`config.mk`:
```
export PLATFORM = sky130hd
export DESIGN_NAME = zshf_top
export DESIGN_NICKNAME = d
export VERILOG_FILES = /design/src/core/zshf_pkg.sv /design/src/core/zshf_axis_if.sv /design/src/core/zshf_engine.sv /design/src/core/zshf_top.sv
export SDC_FILE = /design/constraint.sdc
export NUM_CORES = 1
export LEC_CHECK = 0
export BUFFER_PORTS_ARGS = -buffer_cell sky130_fd_sc_hd__buf_2
export CAP_MARGIN = 15
export CORE_AREA = 2 2 263 265
export DETAILED_ROUTE_END_ITERATION = 8
export DIE_AREA = 0 0 265 267
export PLACE_DENSITY = 0.47
export SYNTH_ARGS = -nofsm -noshare
export SYNTH_HDL_FRONTEND = slang
export SYNTH_SLANG_ARGS = --single-unit
export TNS_END_PERCENT = 5
```
`constraint.sdc`:
```
create_clock -name clk -period 10.7 [get_ports clk]
set_input_delay 0 -clock clk [delete_from_list [all_inputs] [get_ports clk]]
set_output_delay 0 -clock clk [all_outputs]
set_load 0.005 [all_outputs]
```
`src/core/zshf_pkg.sv`:
```
// shared constants for the zero-speed hold flag block
package zshf_pkg;
   localparam int ZSHF_AXES = 32;
   localparam logic [3:0] ZSHF_VAR_FULL = 4'h0;  // 32 axes
   localparam logic [3:0] ZSHF_VAR_MID = 4'h1;   // 16 axes
   localparam logic [3:0] ZSHF_VAR_SMALL = 4'h2; // 8 axes
   localparam int ZSHF_AXES_MID = 16;
   localparam int ZSHF_AXES_SMALL = 8;
   // data-register map, in word numbers
   localparam int ZSHF_MON_BASE = 0;
   localparam int ZSHF_MON_WORDS = 20;
   localparam int ZSHF_CHG_BASE = 640;
   localparam int ZSHF_CHG_WORDS = 2;
   localparam int ZSHF_CMD_BASE = 704;
   localparam int ZSHF_CMD_WORDS = 54;
   localparam int ZSHF_GAP_WORDS = 42;
   localparam int ZSHF_USER_BASE = ZSHF_CMD_BASE + ZSHF_CMD_WORDS + ZSHF_GAP_WORDS;
   // apb register byte offsets
   localparam logic [11:0] ZSHF_OFF_ZERO = 12'h000;
   localparam logic [11:0] ZSHF_OFF_LOOP = 12'h004;
   localparam logic [11:0] ZSHF_OFF_LCMD = 12'h008;
   localparam logic [11:0] ZSHF_OFF_VAR = 12'h00c;
   localparam logic [11:0] ZSHF_OFF_MAP = 12'h010;
   localparam logic [31:0] ZSHF_RST_WORD = 32'h0000_0000;
   typedef enum logic [1:0] {ZSHF_AREA_MON, ZSHF_AREA_CHG, ZSHF_AREA_CMD, ZSHF_AREA_NONE}
      zshf_area_t;
endpackage

```
`src/core/zshf_axis_if.sv`:
```
// per-axis event bundle between the top and the flag engine
`timescale 1ns/1ns
`default_nettype none
interface zshf_axis_if #(parameter int AXES = 32);
   logic [AXES-1:0] zero_req;
   logic [AXES-1:0] spd_req;
   logic [AXES-1:0] stop_cause;
   logic [AXES-1:0] stop_done;
   logic [AXES-1:0] started;
   logic [AXES-1:0] inhibit;
   logic [AXES-1:0] follow_decel;
   logic [AXES-1:0] flag;
   modport src (output zero_req, spd_req, stop_cause, stop_done, started, inhibit,
      follow_decel, input flag);
   modport eng (input zero_req, spd_req, stop_cause, stop_done, started, inhibit,
      follow_decel, output flag);
endinterface
`default_nettype wire

```
`src/core/zshf_engine.sv`:
```
// zero-speed accept flag engine, one flag per axis
`timescale 1ns/1ns
`default_nettype none
module zshf_engine #(
   parameter int AXES = 32
) (
   input wire logic clk,
   input wire logic reset,
   zshf_axis_if.eng ax
);
   import zshf_pkg::*;
   logic [AXES-1:0] flag_reg;
   logic [AXES-1:0] flag_next;
   logic [AXES-1:0] accept;

   // accept only while started and either no blocking deceleration or a follow-up deceleration is under way
   always_comb begin
      accept = ax.zero_req & ax.started & (~ax.inhibit | ax.follow_decel); // [RULE_04] [RULE_07] [RULE_08]
      flag_next = flag_reg;
      // clears first so that a same-cycle accept wins over every clear except a stop cause
      flag_next = flag_next & ~(ax.spd_req & ~ax.zero_req); // [RULE_05] [RULE_01]
      flag_next = flag_next & ~ax.stop_cause; // [RULE_06]
      flag_next = flag_next & ~ax.stop_done; // [RULE_01]
      flag_next = flag_next | (accept & ~ax.stop_cause); // [RULE_01]
   end

   // flag holds while stopped as long as start-accept stays on
   always_ff @(posedge clk or posedge reset) begin
      if (reset) begin
         flag_reg <= '0;
      end else begin
         flag_reg <= flag_next & ax.started; // [RULE_02]
      end
   end

   assign ax.flag = flag_reg;

   chk_stop_clears_flag: assert property (@(posedge clk) disable iff (reset) // [RULE_06]
      (ax.stop_cause != '0) |=> ((flag_reg & $past(ax.stop_cause)) == '0))
      else $error("flag stayed on after stop cause");
   chk_inhibit_blocks_set: assert property (@(posedge clk) disable iff (reset) // [RULE_04]
      ((ax.zero_req & ax.inhibit & ~ax.follow_decel & ~flag_reg) != '0) |=>
      ((flag_reg & $past(ax.zero_req & ax.inhibit & ~ax.follow_decel & ~flag_reg)) == '0))
      else $error("inhibited zero request was accepted");
   chk_follow_sets_flag: assert property (@(posedge clk) disable iff (reset) // [RULE_08]
      ((ax.zero_req & ax.follow_decel & ax.started & ~ax.stop_cause) != '0) |=>
      ((flag_reg & $past(ax.zero_req & ax.follow_decel & ax.started & ~ax.stop_cause))
      == $past(ax.zero_req & ax.follow_decel & ax.started & ~ax.stop_cause)))
      else $error("follow-up zero request not accepted");
   chk_flag_needs_start: assert property (@(posedge clk) disable iff (reset) // [RULE_02]
      ((flag_reg & ~$past(ax.started)) == '0))
      else $error("flag on without start accept");
endmodule
`default_nettype wire

```
`src/core/zshf_top.sv`:
```
// zero-speed hold and loop-mode status block with apb registers
// What this block does
// RULE_01 - set flag on accepted zero/negative speed change; clear on speed change, stop
// RULE_02 - flag stays on while stopped if start-accept remains on
// RULE_03 - interpolation sets flags of all participating axes
// RULE_04 - zero request ignored after jog-release, handwheel, auto-decel, stop-cause decel
// RULE_05 - new speed change while decelerating to hold clears flag
// RULE_06 - any stop cause after acceptance clears flag
// RULE_07 - zero request after normal auto deceleration keeps flag off
// RULE_08 - zero request after follow-up auto deceleration start still sets flag
// RULE_09 - follow-up position change during hold does not restart motion
// RULE_10 - in virtual mode flag belongs to the virtual servo axis
// RULE_11 - loop-mode bit high for fully-closed, low for semi-closed loop
// RULE_12 - loop-change command switches amplifier; status reflects resulting mode
// RULE_13 - loop-mode bits one per axis, axis 1 lowest to axis 32
// RULE_14 - smaller variants treat only axes 1-16 or 1-8 as valid
// RULE_15 - twenty monitor words per axis for 32 axes from register zero
// RULE_16 - two control-change words per axis after the monitor area
// RULE_17 - fifty-four common command words then a forty-two word gap
//
// The implementer's own choices: the register addresses and the APB interface to the registers.
`timescale 1ns/1ns
`default_nettype none
module zshf_top #(
   parameter int AXES = zshf_pkg::ZSHF_AXES
) (
   input wire logic clk,
   input wire logic reset,
   // apb slave
   input wire logic psel,
   input wire logic penable,
   input wire logic pwrite,
   input wire logic [11:0] paddr,
   input wire logic [31:0] pwdata,
   output logic [31:0] prdata,
   output logic pready,
   output logic pslverr,
   // per-axis motion events from the motion core
   input wire logic [AXES-1:0] zero_req,
   input wire logic [AXES-1:0] spd_req,
   input wire logic [AXES-1:0] interp_grp,
   input wire logic [AXES-1:0] stop_cause,
   input wire logic [AXES-1:0] stop_done,
   input wire logic [AXES-1:0] start_accept_flag,
   input wire logic [AXES-1:0] jog_release_decel,
   input wire logic [AXES-1:0] handwheel_active,
   input wire logic [AXES-1:0] auto_decel,
   input wire logic [AXES-1:0] stop_decel,
   input wire logic [AXES-1:0] follow_decel,
   input wire logic [AXES-1:0] follow_pos_chg,
   input wire logic virtual_mode,
   input wire logic [AXES-1:0] virt_zero_req,
   // amplifier loop mode, from the servo link (asynchronous)
   input wire logic [AXES-1:0] amp_full_closed,
   // outputs
   output logic [AXES-1:0] zero_speed_accept_flag,
   output logic [AXES-1:0] loop_mode_status,
   output logic [AXES-1:0] loop_change_cmd,
   output logic [AXES-1:0] restart_req,
   // data-register map lookup
   input wire logic [15:0] dreg_addr,
   output logic [1:0] dreg_area,
   output logic [4:0] dreg_axis
);
   import zshf_pkg::*;

   ////////////////////////////////////////////////////////////////////////////
   // helpers

   // mask of axes that this variant implements
   function automatic logic [AXES-1:0] valid_mask(input logic [3:0] v);
      logic [AXES-1:0] m;
      m = '0;
      for (int i = 0; i < AXES; i++) begin
         if (v == ZSHF_VAR_MID) begin
            m[i] = (i < ZSHF_AXES_MID);
         end else if (v == ZSHF_VAR_SMALL) begin
            m[i] = (i < ZSHF_AXES_SMALL);
         end else begin
            m[i] = 1'b1;
         end
      end
      return m;
   endfunction

   // widen a per-axis vector to a 32-bit bus word
   function automatic logic [31:0] to_word(input logic [AXES-1:0] v);
      logic [31:0] w;
      w = '0;
      for (int i = 0; i < AXES && i < 32; i++) begin
         w[i] = v[i];
      end
      return w;
   endfunction

   ////////////////////////////////////////////////////////////////////////////
   // registers and variant masking

   logic [3:0] variant_reg;
   logic [AXES-1:0] lcmd_reg;
   logic [AXES-1:0] vmask;
   logic [AXES-1:0] amp_s1_reg;
   logic [AXES-1:0] amp_s2_reg;
   logic [AXES-1:0] loop_reg;

   assign vmask = valid_mask(variant_reg); // [RULE_14]

   ////////////////////////////////////////////////////////////////////////////
   // zero-speed request shaping

   logic [AXES-1:0] eff_zero;
   logic [AXES-1:0] grp_hit;
   logic [AXES-1:0] src_zero;
   zshf_axis_if #(.AXES(AXES)) axb ();

   // virtual mode takes requests for the virtual servo axis
   assign src_zero = virtual_mode ? virt_zero_req : zero_req; // [RULE_10]
   // a request on any axis of an interpolation group reaches every valid member
   assign grp_hit = ((src_zero & interp_grp) != '0) ? interp_grp : '0; // [RULE_03]
   assign eff_zero = (src_zero | grp_hit) & vmask;

   assign axb.zero_req = eff_zero;
   assign axb.spd_req = spd_req & vmask;
   assign axb.stop_cause = stop_cause;
   assign axb.stop_done = stop_done;
   assign axb.started = start_accept_flag & vmask;
   // blocking decelerations; follow-up decel is the exception handled in the engine
   assign axb.inhibit = jog_release_decel | handwheel_active | auto_decel | stop_decel; // [RULE_04]
   assign axb.follow_decel = follow_decel & ~jog_release_decel & ~handwheel_active
      & ~stop_decel; // [RULE_08]

   zshf_engine #(.AXES(AXES)) u_engine (
      .clk(clk),
      .reset(reset),
      .ax(axb)
   );

   ////////////////////////////////////////////////////////////////////////////
   // output flags and restart suppression

   // flag output is already a flop inside the engine; re-registered here for clean timing
   always_ff @(posedge clk or posedge reset) begin
      if (reset) begin
         zero_speed_accept_flag <= '0;
      end else begin
         zero_speed_accept_flag <= axb.flag; // [RULE_01]
      end
   end

   // a position change restarts only axes not held at zero speed
   always_ff @(posedge clk or posedge reset) begin
      if (reset) begin
         restart_req <= '0;
      end else begin
         restart_req <= follow_pos_chg & ~axb.flag & vmask; // [RULE_09]
      end
   end

   ////////////////////////////////////////////////////////////////////////////
   // loop mode: synchroniser, status and command

   // amplifier state comes from another domain, two flops before use
   always_ff @(posedge clk or posedge reset) begin
      if (reset) begin
         amp_s1_reg <= '0;
         amp_s2_reg <= '0;
      end else begin
         amp_s1_reg <= amp_full_closed;
         amp_s2_reg <= amp_s1_reg;
      end
   end

   // bit i is axis i+1, high means fully-closed
   always_ff @(posedge clk or posedge reset) begin
      if (reset) begin
         loop_reg <= '0;
         loop_mode_status <= '0;
      end else begin
         loop_reg <= amp_s2_reg & vmask; // [RULE_11] [RULE_13]
         loop_mode_status <= amp_s2_reg & vmask; // [RULE_12]
      end
   end

   // software's loop-change command drives the amplifiers
   always_ff @(posedge clk or posedge reset) begin
      if (reset) begin
         loop_change_cmd <= '0;
      end else begin
         loop_change_cmd <= lcmd_reg & vmask; // [RULE_12]
      end
   end

   ////////////////////////////////////////////////////////////////////////////
   // data-register map lookup

   logic [1:0] area_next;
   logic [4:0] axis_next;
   int unsigned a;

   // classify a word number into its area and owning axis
   always_comb begin
      a = 32'(dreg_addr);
      area_next = ZSHF_AREA_NONE;
      axis_next = 5'h00;
      if (a < ZSHF_MON_BASE + ZSHF_MON_WORDS * ZSHF_AXES) begin
         area_next = ZSHF_AREA_MON; // [RULE_15]
         axis_next = 5'((a - ZSHF_MON_BASE) / ZSHF_MON_WORDS);
      end else if (a >= ZSHF_CHG_BASE && a < ZSHF_CHG_BASE + ZSHF_CHG_WORDS * ZSHF_AXES) begin
         area_next = ZSHF_AREA_CHG; // [RULE_16]
         axis_next = 5'((a - ZSHF_CHG_BASE) / ZSHF_CHG_WORDS);
      end else if (a >= ZSHF_CMD_BASE && a < ZSHF_CMD_BASE + ZSHF_CMD_WORDS) begin
         area_next = ZSHF_AREA_CMD; // [RULE_17]
      end
   end

   always_ff @(posedge clk or posedge reset) begin
      if (reset) begin
         dreg_area <= ZSHF_AREA_NONE;
         dreg_axis <= 5'h00;
      end else begin
         dreg_area <= area_next;
         dreg_axis <= axis_next;
      end
   end

   ////////////////////////////////////////////////////////////////////////////
   // apb slave, no wait states: ready in the access phase

   logic setup_ok;
   logic wr_hit;
   logic rd_hit;
   logic known;
   logic [31:0] rd_next;

   assign setup_ok = psel && !penable;
   assign wr_hit = psel && penable && pwrite && pready;
   assign rd_hit = psel && !penable && !pwrite;

   // read mux, unmapped reads as zero with an error
   always_comb begin
      known = 1'b1;
      rd_next = ZSHF_RST_WORD;
      unique case (paddr)
         ZSHF_OFF_ZERO: rd_next = to_word(axb.flag);
         ZSHF_OFF_LOOP: rd_next = to_word(loop_reg);
         ZSHF_OFF_LCMD: rd_next = to_word(lcmd_reg);
         ZSHF_OFF_VAR: rd_next = {28'h0000000, variant_reg};
         ZSHF_OFF_MAP: rd_next = 32'(ZSHF_USER_BASE);
         default: known = 1'b0;
      endcase
   end

   // ready rises for the access cycle and drops after it
   always_ff @(posedge clk or posedge reset) begin
      if (reset) begin
         pready <= 1'b0;
         pslverr <= 1'b0;
         prdata <= ZSHF_RST_WORD;
      end else begin
         pready <= setup_ok;
         pslverr <= setup_ok && !known;
         if (rd_hit) begin
            prdata <= rd_next;
         end
      end
   end

   // writable registers
   always_ff @(posedge clk or posedge reset) begin
      if (reset) begin
         lcmd_reg <= '0;
         variant_reg <= ZSHF_VAR_FULL;
      end else if (wr_hit) begin
         if (paddr == ZSHF_OFF_LCMD) begin
            lcmd_reg <= pwdata[AXES-1:0]; // [RULE_12]
         end
         if (paddr == ZSHF_OFF_VAR) begin
            variant_reg <= pwdata[3:0]; // [RULE_14]
         end
      end
   end

   chk_loop_follows_amp: assert property (@(posedge clk) disable iff (reset) // [RULE_11]
      loop_mode_status == ($past(amp_s2_reg) & $past(vmask)))
      else $error("loop status does not follow amplifier");
   chk_variant_masks: assert property (@(posedge clk) disable iff (reset) // [RULE_14]
      (variant_reg == ZSHF_VAR_SMALL) |-> ((axb.flag & ~vmask) == '0 || $changed(variant_reg)
      || $changed($past(variant_reg))))
      else $error("flag set on invalid axis");
   chk_no_restart_held: assert property (@(posedge clk) disable iff (reset) // [RULE_09]
      (restart_req & $past(axb.flag)) == '0)
      else $error("restart while zero-speed hold");
   chk_apb_ready_once: assert property (@(posedge clk) disable iff (reset)
      (psel && !penable) |=> pready ##1 !pready)
      else $error("apb ready timing wrong");

   ////////////////////////////////////////////////////////////////////////////
   // map, masking, request shaping and command write checks

   // low word numbers always belong to the axis monitor area
   chk_map_monitor: assert property (@(posedge clk) disable iff (reset) // [RULE_15]
      (32'(dreg_addr) < ZSHF_CHG_BASE) |=> (dreg_area == ZSHF_AREA_MON))
      else $error("monitor word not classed as monitor");

   // the first monitor block is owned by the first axis
   chk_map_first_axis: assert property (@(posedge clk) disable iff (reset) // [RULE_15]
      (32'(dreg_addr) < ZSHF_MON_WORDS) |=> (dreg_axis == 5'h00))
      else $error("first monitor block not on first axis");

   // control-change words sit right after the monitor area
   chk_map_change: assert property (@(posedge clk) disable iff (reset) // [RULE_16]
      (32'(dreg_addr) >= ZSHF_CHG_BASE && 32'(dreg_addr) < ZSHF_CMD_BASE) |=>
      (dreg_area == ZSHF_AREA_CHG))
      else $error("control-change word misclassed");

   // common command words follow the control-change area
   chk_map_command: assert property (@(posedge clk) disable iff (reset) // [RULE_17]
      (32'(dreg_addr) >= ZSHF_CMD_BASE && 32'(dreg_addr) < ZSHF_CMD_BASE + ZSHF_CMD_WORDS)
      |=> (dreg_area == ZSHF_AREA_CMD))
      else $error("command word misclassed");

   // the unusable gap must never decode as a live area
   chk_map_gap: assert property (@(posedge clk) disable iff (reset) // [RULE_17]
      (32'(dreg_addr) >= ZSHF_CMD_BASE + ZSHF_CMD_WORDS && 32'(dreg_addr) < ZSHF_USER_BASE)
      |=> (dreg_area == ZSHF_AREA_NONE))
      else $error("gap word decoded as live area");

   // in virtual mode a real-axis request alone must not reach the engine
   chk_virt_source: assert property (@(posedge clk) disable iff (reset) // [RULE_10]
      (virtual_mode && virt_zero_req == '0) |-> (eff_zero == '0))
      else $error("real request used in virtual mode");

   // one member's request reaches every valid member of the group
   chk_interp_spread: assert property (@(posedge clk) disable iff (reset) // [RULE_03]
      ((src_zero & interp_grp) != '0) |-> ((eff_zero & interp_grp) == (interp_grp & vmask)))
      else $error("interpolation request not spread");

   // commands never reach axes that this variant lacks
   chk_cmd_masked: assert property (@(posedge clk) disable iff (reset) // [RULE_14]
      ((loop_change_cmd & ~$past(vmask)) == '0))
      else $error("loop command on invalid axis");

   // a completed write to the command register lands at once
   chk_lcmd_write: assert property (@(posedge clk) disable iff (reset) // [RULE_12]
      (psel && penable && pwrite && pready && paddr == ZSHF_OFF_LCMD) |=>
      (lcmd_reg == $past(pwdata[AXES-1:0])))
      else $error("loop command write lost");
endmodule
`default_nettype wire

```
==> results.cfg <==
[global_route]
grt_first_pass_wirelength_um = 130000
pin_count_of_the_biggest_net_entering_global_routing = 159
grt_overflow = 0
antenna_found_initial = 72
grt_usage_pct = 26.6
first_global_vias = 15700

[clocking]
postCtsSetupBuffers = 0
cts_root_buf = sky130_fd_sc_hd__clkbuf_16
tritoncts = built
cts.sink_count = 301
tritoncts.num_buffers = 38
clk_pin_slew_worst_paths_ns = 0.06
clk_latency_ns = 0.56
cts.repair.resized = 0
ctsHtreeMaxLevel = 2
hold_fix_buffer_count_after_cts = 196
maximum_count_of_clock_buffers_along_a_single_path = 3

[run]
max-cap-violations = 0

[place]
detailed_placer_s_ending_hpwl_um = 79900
globalplace.congestion = 0.975
dpl_worst_slack_ns = 1.81
port-buffer-count = 682

[timing]
setup_total_negative_slack_ns = 0
clock_skew_ns = 0.0139
maxSlewHeadroom_pct = 24.9
post-route-min-period_ns = 8.39
report.final.setup_viol = 0
clock.fmax_mhz = 119
finalHoldViolations = 0
drv_slew = 0
max_slew.worst_pin.slew_ns = 1.11
final_min_period_over_clock_period_pct = 78.4
grt_setup_unrepaired = no
finalWorstSetupSlack_ns = 2.31

[power_and_ir_drop]
cellPowerDensity_nw_per_um2 = 149
vdd_ir_max_uv = 115
leakage_nw = 10.8

[floorplanning]
initial_core_utilization_pct = 22.1
ios = 683
die-area_um2 = 70800
coreArea_um2 = 68000
die_h_um = 267
die_width_um = 265
std_cell_rows = 96

[logic_synthesis]
synth-seq-cells = 301
synth.yosys.seq_area_share_pct = 50.2
ys_dominant_reg_cell = sky130_fd_sc_hd__dfrtp_1
mappedNetlistNets = 1926
ys.warnings.count = 0
synthArstFlopShare_pct = 100
synth.cell_area_um2 = 15000
synth_edf_count = 0
synth_area_per_cell_um2 = 10.6
netlist-cell-type-count = 102
gate_count_post_synth = 1411

[worst_setup_path]
criticalPathCategory = input pin to flop
worstPathMaxFanout = 23
end_kind = flop
worst_path_dominant_cell_family = simple AND/OR/NAND/NOR gates
crit_buf_inv = 2
crit_cells = 28
max_stage_delay_ns = 0.68
worst_path_max_delay_cell = sky130_fd_sc_hd__nor2_1
cp_data_required_time_ns = 11.13
worstRegToRegCells = 6
start_kind = input pin
arrival_ns = 8.82

[drt]
num_vias = 16000
route.detailed.drc = 0
post_drt_via_cell_ratio = 5.01
drt_wl_total_um = 97500
drt_pass1_iterations = 7
avgRoutedWirePerCell_um = 30.4
first_iteration_detailed_routing_drc_count = 1350
antenna_violating_nets_post_route = 0

[min_path]
worst_hold_path.num_cells = 2
hold_class = input pin to flop

[finish]
final_nets = 2780
layout-drive-gt1-share_pct = 38.2
final.fill_count = 7155
syn2layout_area_growth_pct = 51.0

[outcome]
status = finished clean
worst reg2reg max path, delay by kind of cell (launching register included):
family / cells / cell delay [ns]
flops: 1 / 0.42
simple gates: 4 / 1.30
buf+inv: 2 / 1.16
metrics by stage:
stage	hold slack, ns	total power (W)	util (%)	cells	cell area (um2)
final	0.0910	0.00337	33.3	3204	22700
after global routing	0.0829	0.00351	33.3	3192	22600
after CTS	0.0685	0.00339	33.2	3174	22600
after detailed placement	0.110	0.00195	28.4	2911	19300
after global placement	0.109	0.00195	28.4	2911	19300
after floorplan	0.0314	0.00165	-	1411	15000
routing by layer:
metal / share of wire [%] / vias to the layer above / GRT usage, %
met3: 7.7 / 176 / 6.50
met2: 44 / 829 / 40.4
met1: 44 / 8030 / 36.6
met5: 0.12 / - / 0
met4: 3.7 / 18 / 9.96
li1: - / 6994 / -
layout by cell type, fill, tap and decap left out, types with 11 or more instances in the layout:
cell / n
sky130_fd_sc_hd__nor2_1: 102
sky130_fd_sc_hd__a211oi_1: 45
sky130_fd_sc_hd__nand2_1: 89
sky130_fd_sc_hd__nor3_1: 18
sky130_fd_sc_hd__o41ai_1: 33
sky130_fd_sc_hd__dlygate4sd3_1: 196
sky130_fd_sc_hd__mux2_2: 69
sky130_fd_sc_hd__nor3b_1: 27
sky130_fd_sc_hd__dfrtp_1: 299
sky130_fd_sc_hd__clkbuf_16: 38
sky130_fd_sc_hd__a21oi_1: 56
sky130_fd_sc_hd__inv_1: 18
sky130_fd_sc_hd__a22oi_1: 21
sky130_fd_sc_hd__nand2b_1: 39
sky130_fd_sc_hd__o21ai_0: 65
sky130_fd_sc_hd__nor2b_1: 60
sky130_fd_sc_hd__mux2i_1: 33
sky130_fd_sc_hd__and2_1: 42
sky130_fd_sc_hd__diode_2: 30
sky130_fd_sc_hd__nand4_1: 11
sky130_fd_sc_hd__buf_4: 11
sky130_fd_sc_hd__a22o_1: 30
sky130_fd_sc_hd__nand3_1: 33
sky130_fd_sc_hd__buf_2: 682
sky130_fd_sc_hd__nand4b_1: 24
logic make-up (layout without fill, tap and decap cells):
logic type | Yosys count | after routing | share of synthesized area [%]
xor gates and xnor gates | 11 | 11 | 0.692
DFF | 301 | 301 | 50.2
adders and majority gates | 5 | 5 | 0.350
and+or+nand+nor | 517 | 517 | 19.6
other | 0 | 30 | 0
AOI/OAI and AO/OA | 371 | 371 | 17.9
muxes | 110 | 110 | 8.48
buffers and inverters | 96 | 977 | 2.76
report_power, final:
part | internal, W | switching [W]
registers | 0.00117 | 0.0000166
clock network | 0.000828 | 0.000552
logic | 0.000314 | 0.000492
total | 0.00231 | 0.00106
Yosys cell counts (all sizes together) (5+ instances only):
cell	n	area share, %
a22oi	21	1.1
o21a	7	0.35
inv	20	0.50
nor4b	5	0.39
nor4	12	0.70
o31ai	9	0.54
a22o	30	1.8
nand2	90	2.3
a311oi	5	0.29
nand2b	40	1.7
mux4	5	0.75
nor3	22	0.84
xnor2	9	0.58
mux2i	34	2.4
and2	45	1.9
nor2	105	2.7
nor3b	28	1.5
o21ai	70	2.4
nand4	12	0.54
o41ai	33	1.9
buf	21	0.88
dfrtp	299	50
a21o	10	0.51
a2111oi	5	0.35
nand4b	24	1.4
a211o	7	0.41
clkbuf	55	1.4
and3	7	0.36
nand3	34	1.2
mux2	71	5.4
nor4bb	8	0.53
o22ai	7	0.29
a211oi	48	2.5
or3	6	0.25
a21oi	58	2.0
a31oi	8	0.33
o32ai	5	0.34
nor2b	60	2.5
path summary, 6_finish.rpt:
check,start,to,slack [ns]
setup / recovery,dreg_addr[13],dreg_axis[0],2.31
min in group asynchronous,reset,restart_req[23],0.11
hold / removal,amp_full_closed[21],amp_s1_reg[21],0.09
hold reg to reg,amp_s2_reg[1],loop_reg[1],0.34
max in group asynchronous,reset,amp_s1_reg[7],8.51
setup reg to reg,variant_reg[3],u_engine.ax.flag[11],7.72
cell type report:
class / instances / area (um2) / share of cell area (%)
inverter: 20 / 82.6 / 0.364
multi-input combinational: 1014 / 7090 / 31.3
clock buffer: 50 / 1070 / 4.70
clock inverter: 17 / 246 / 1.09
timing repair buffer: 890 / 5480 / 24.2
tap: 882 / 1100 / 4.87
sequential: 301 / 7530 / 33.2
antenna: 30 / 75.1 / 0.331
No activity file was read; power rests on OpenSTA's default activity.
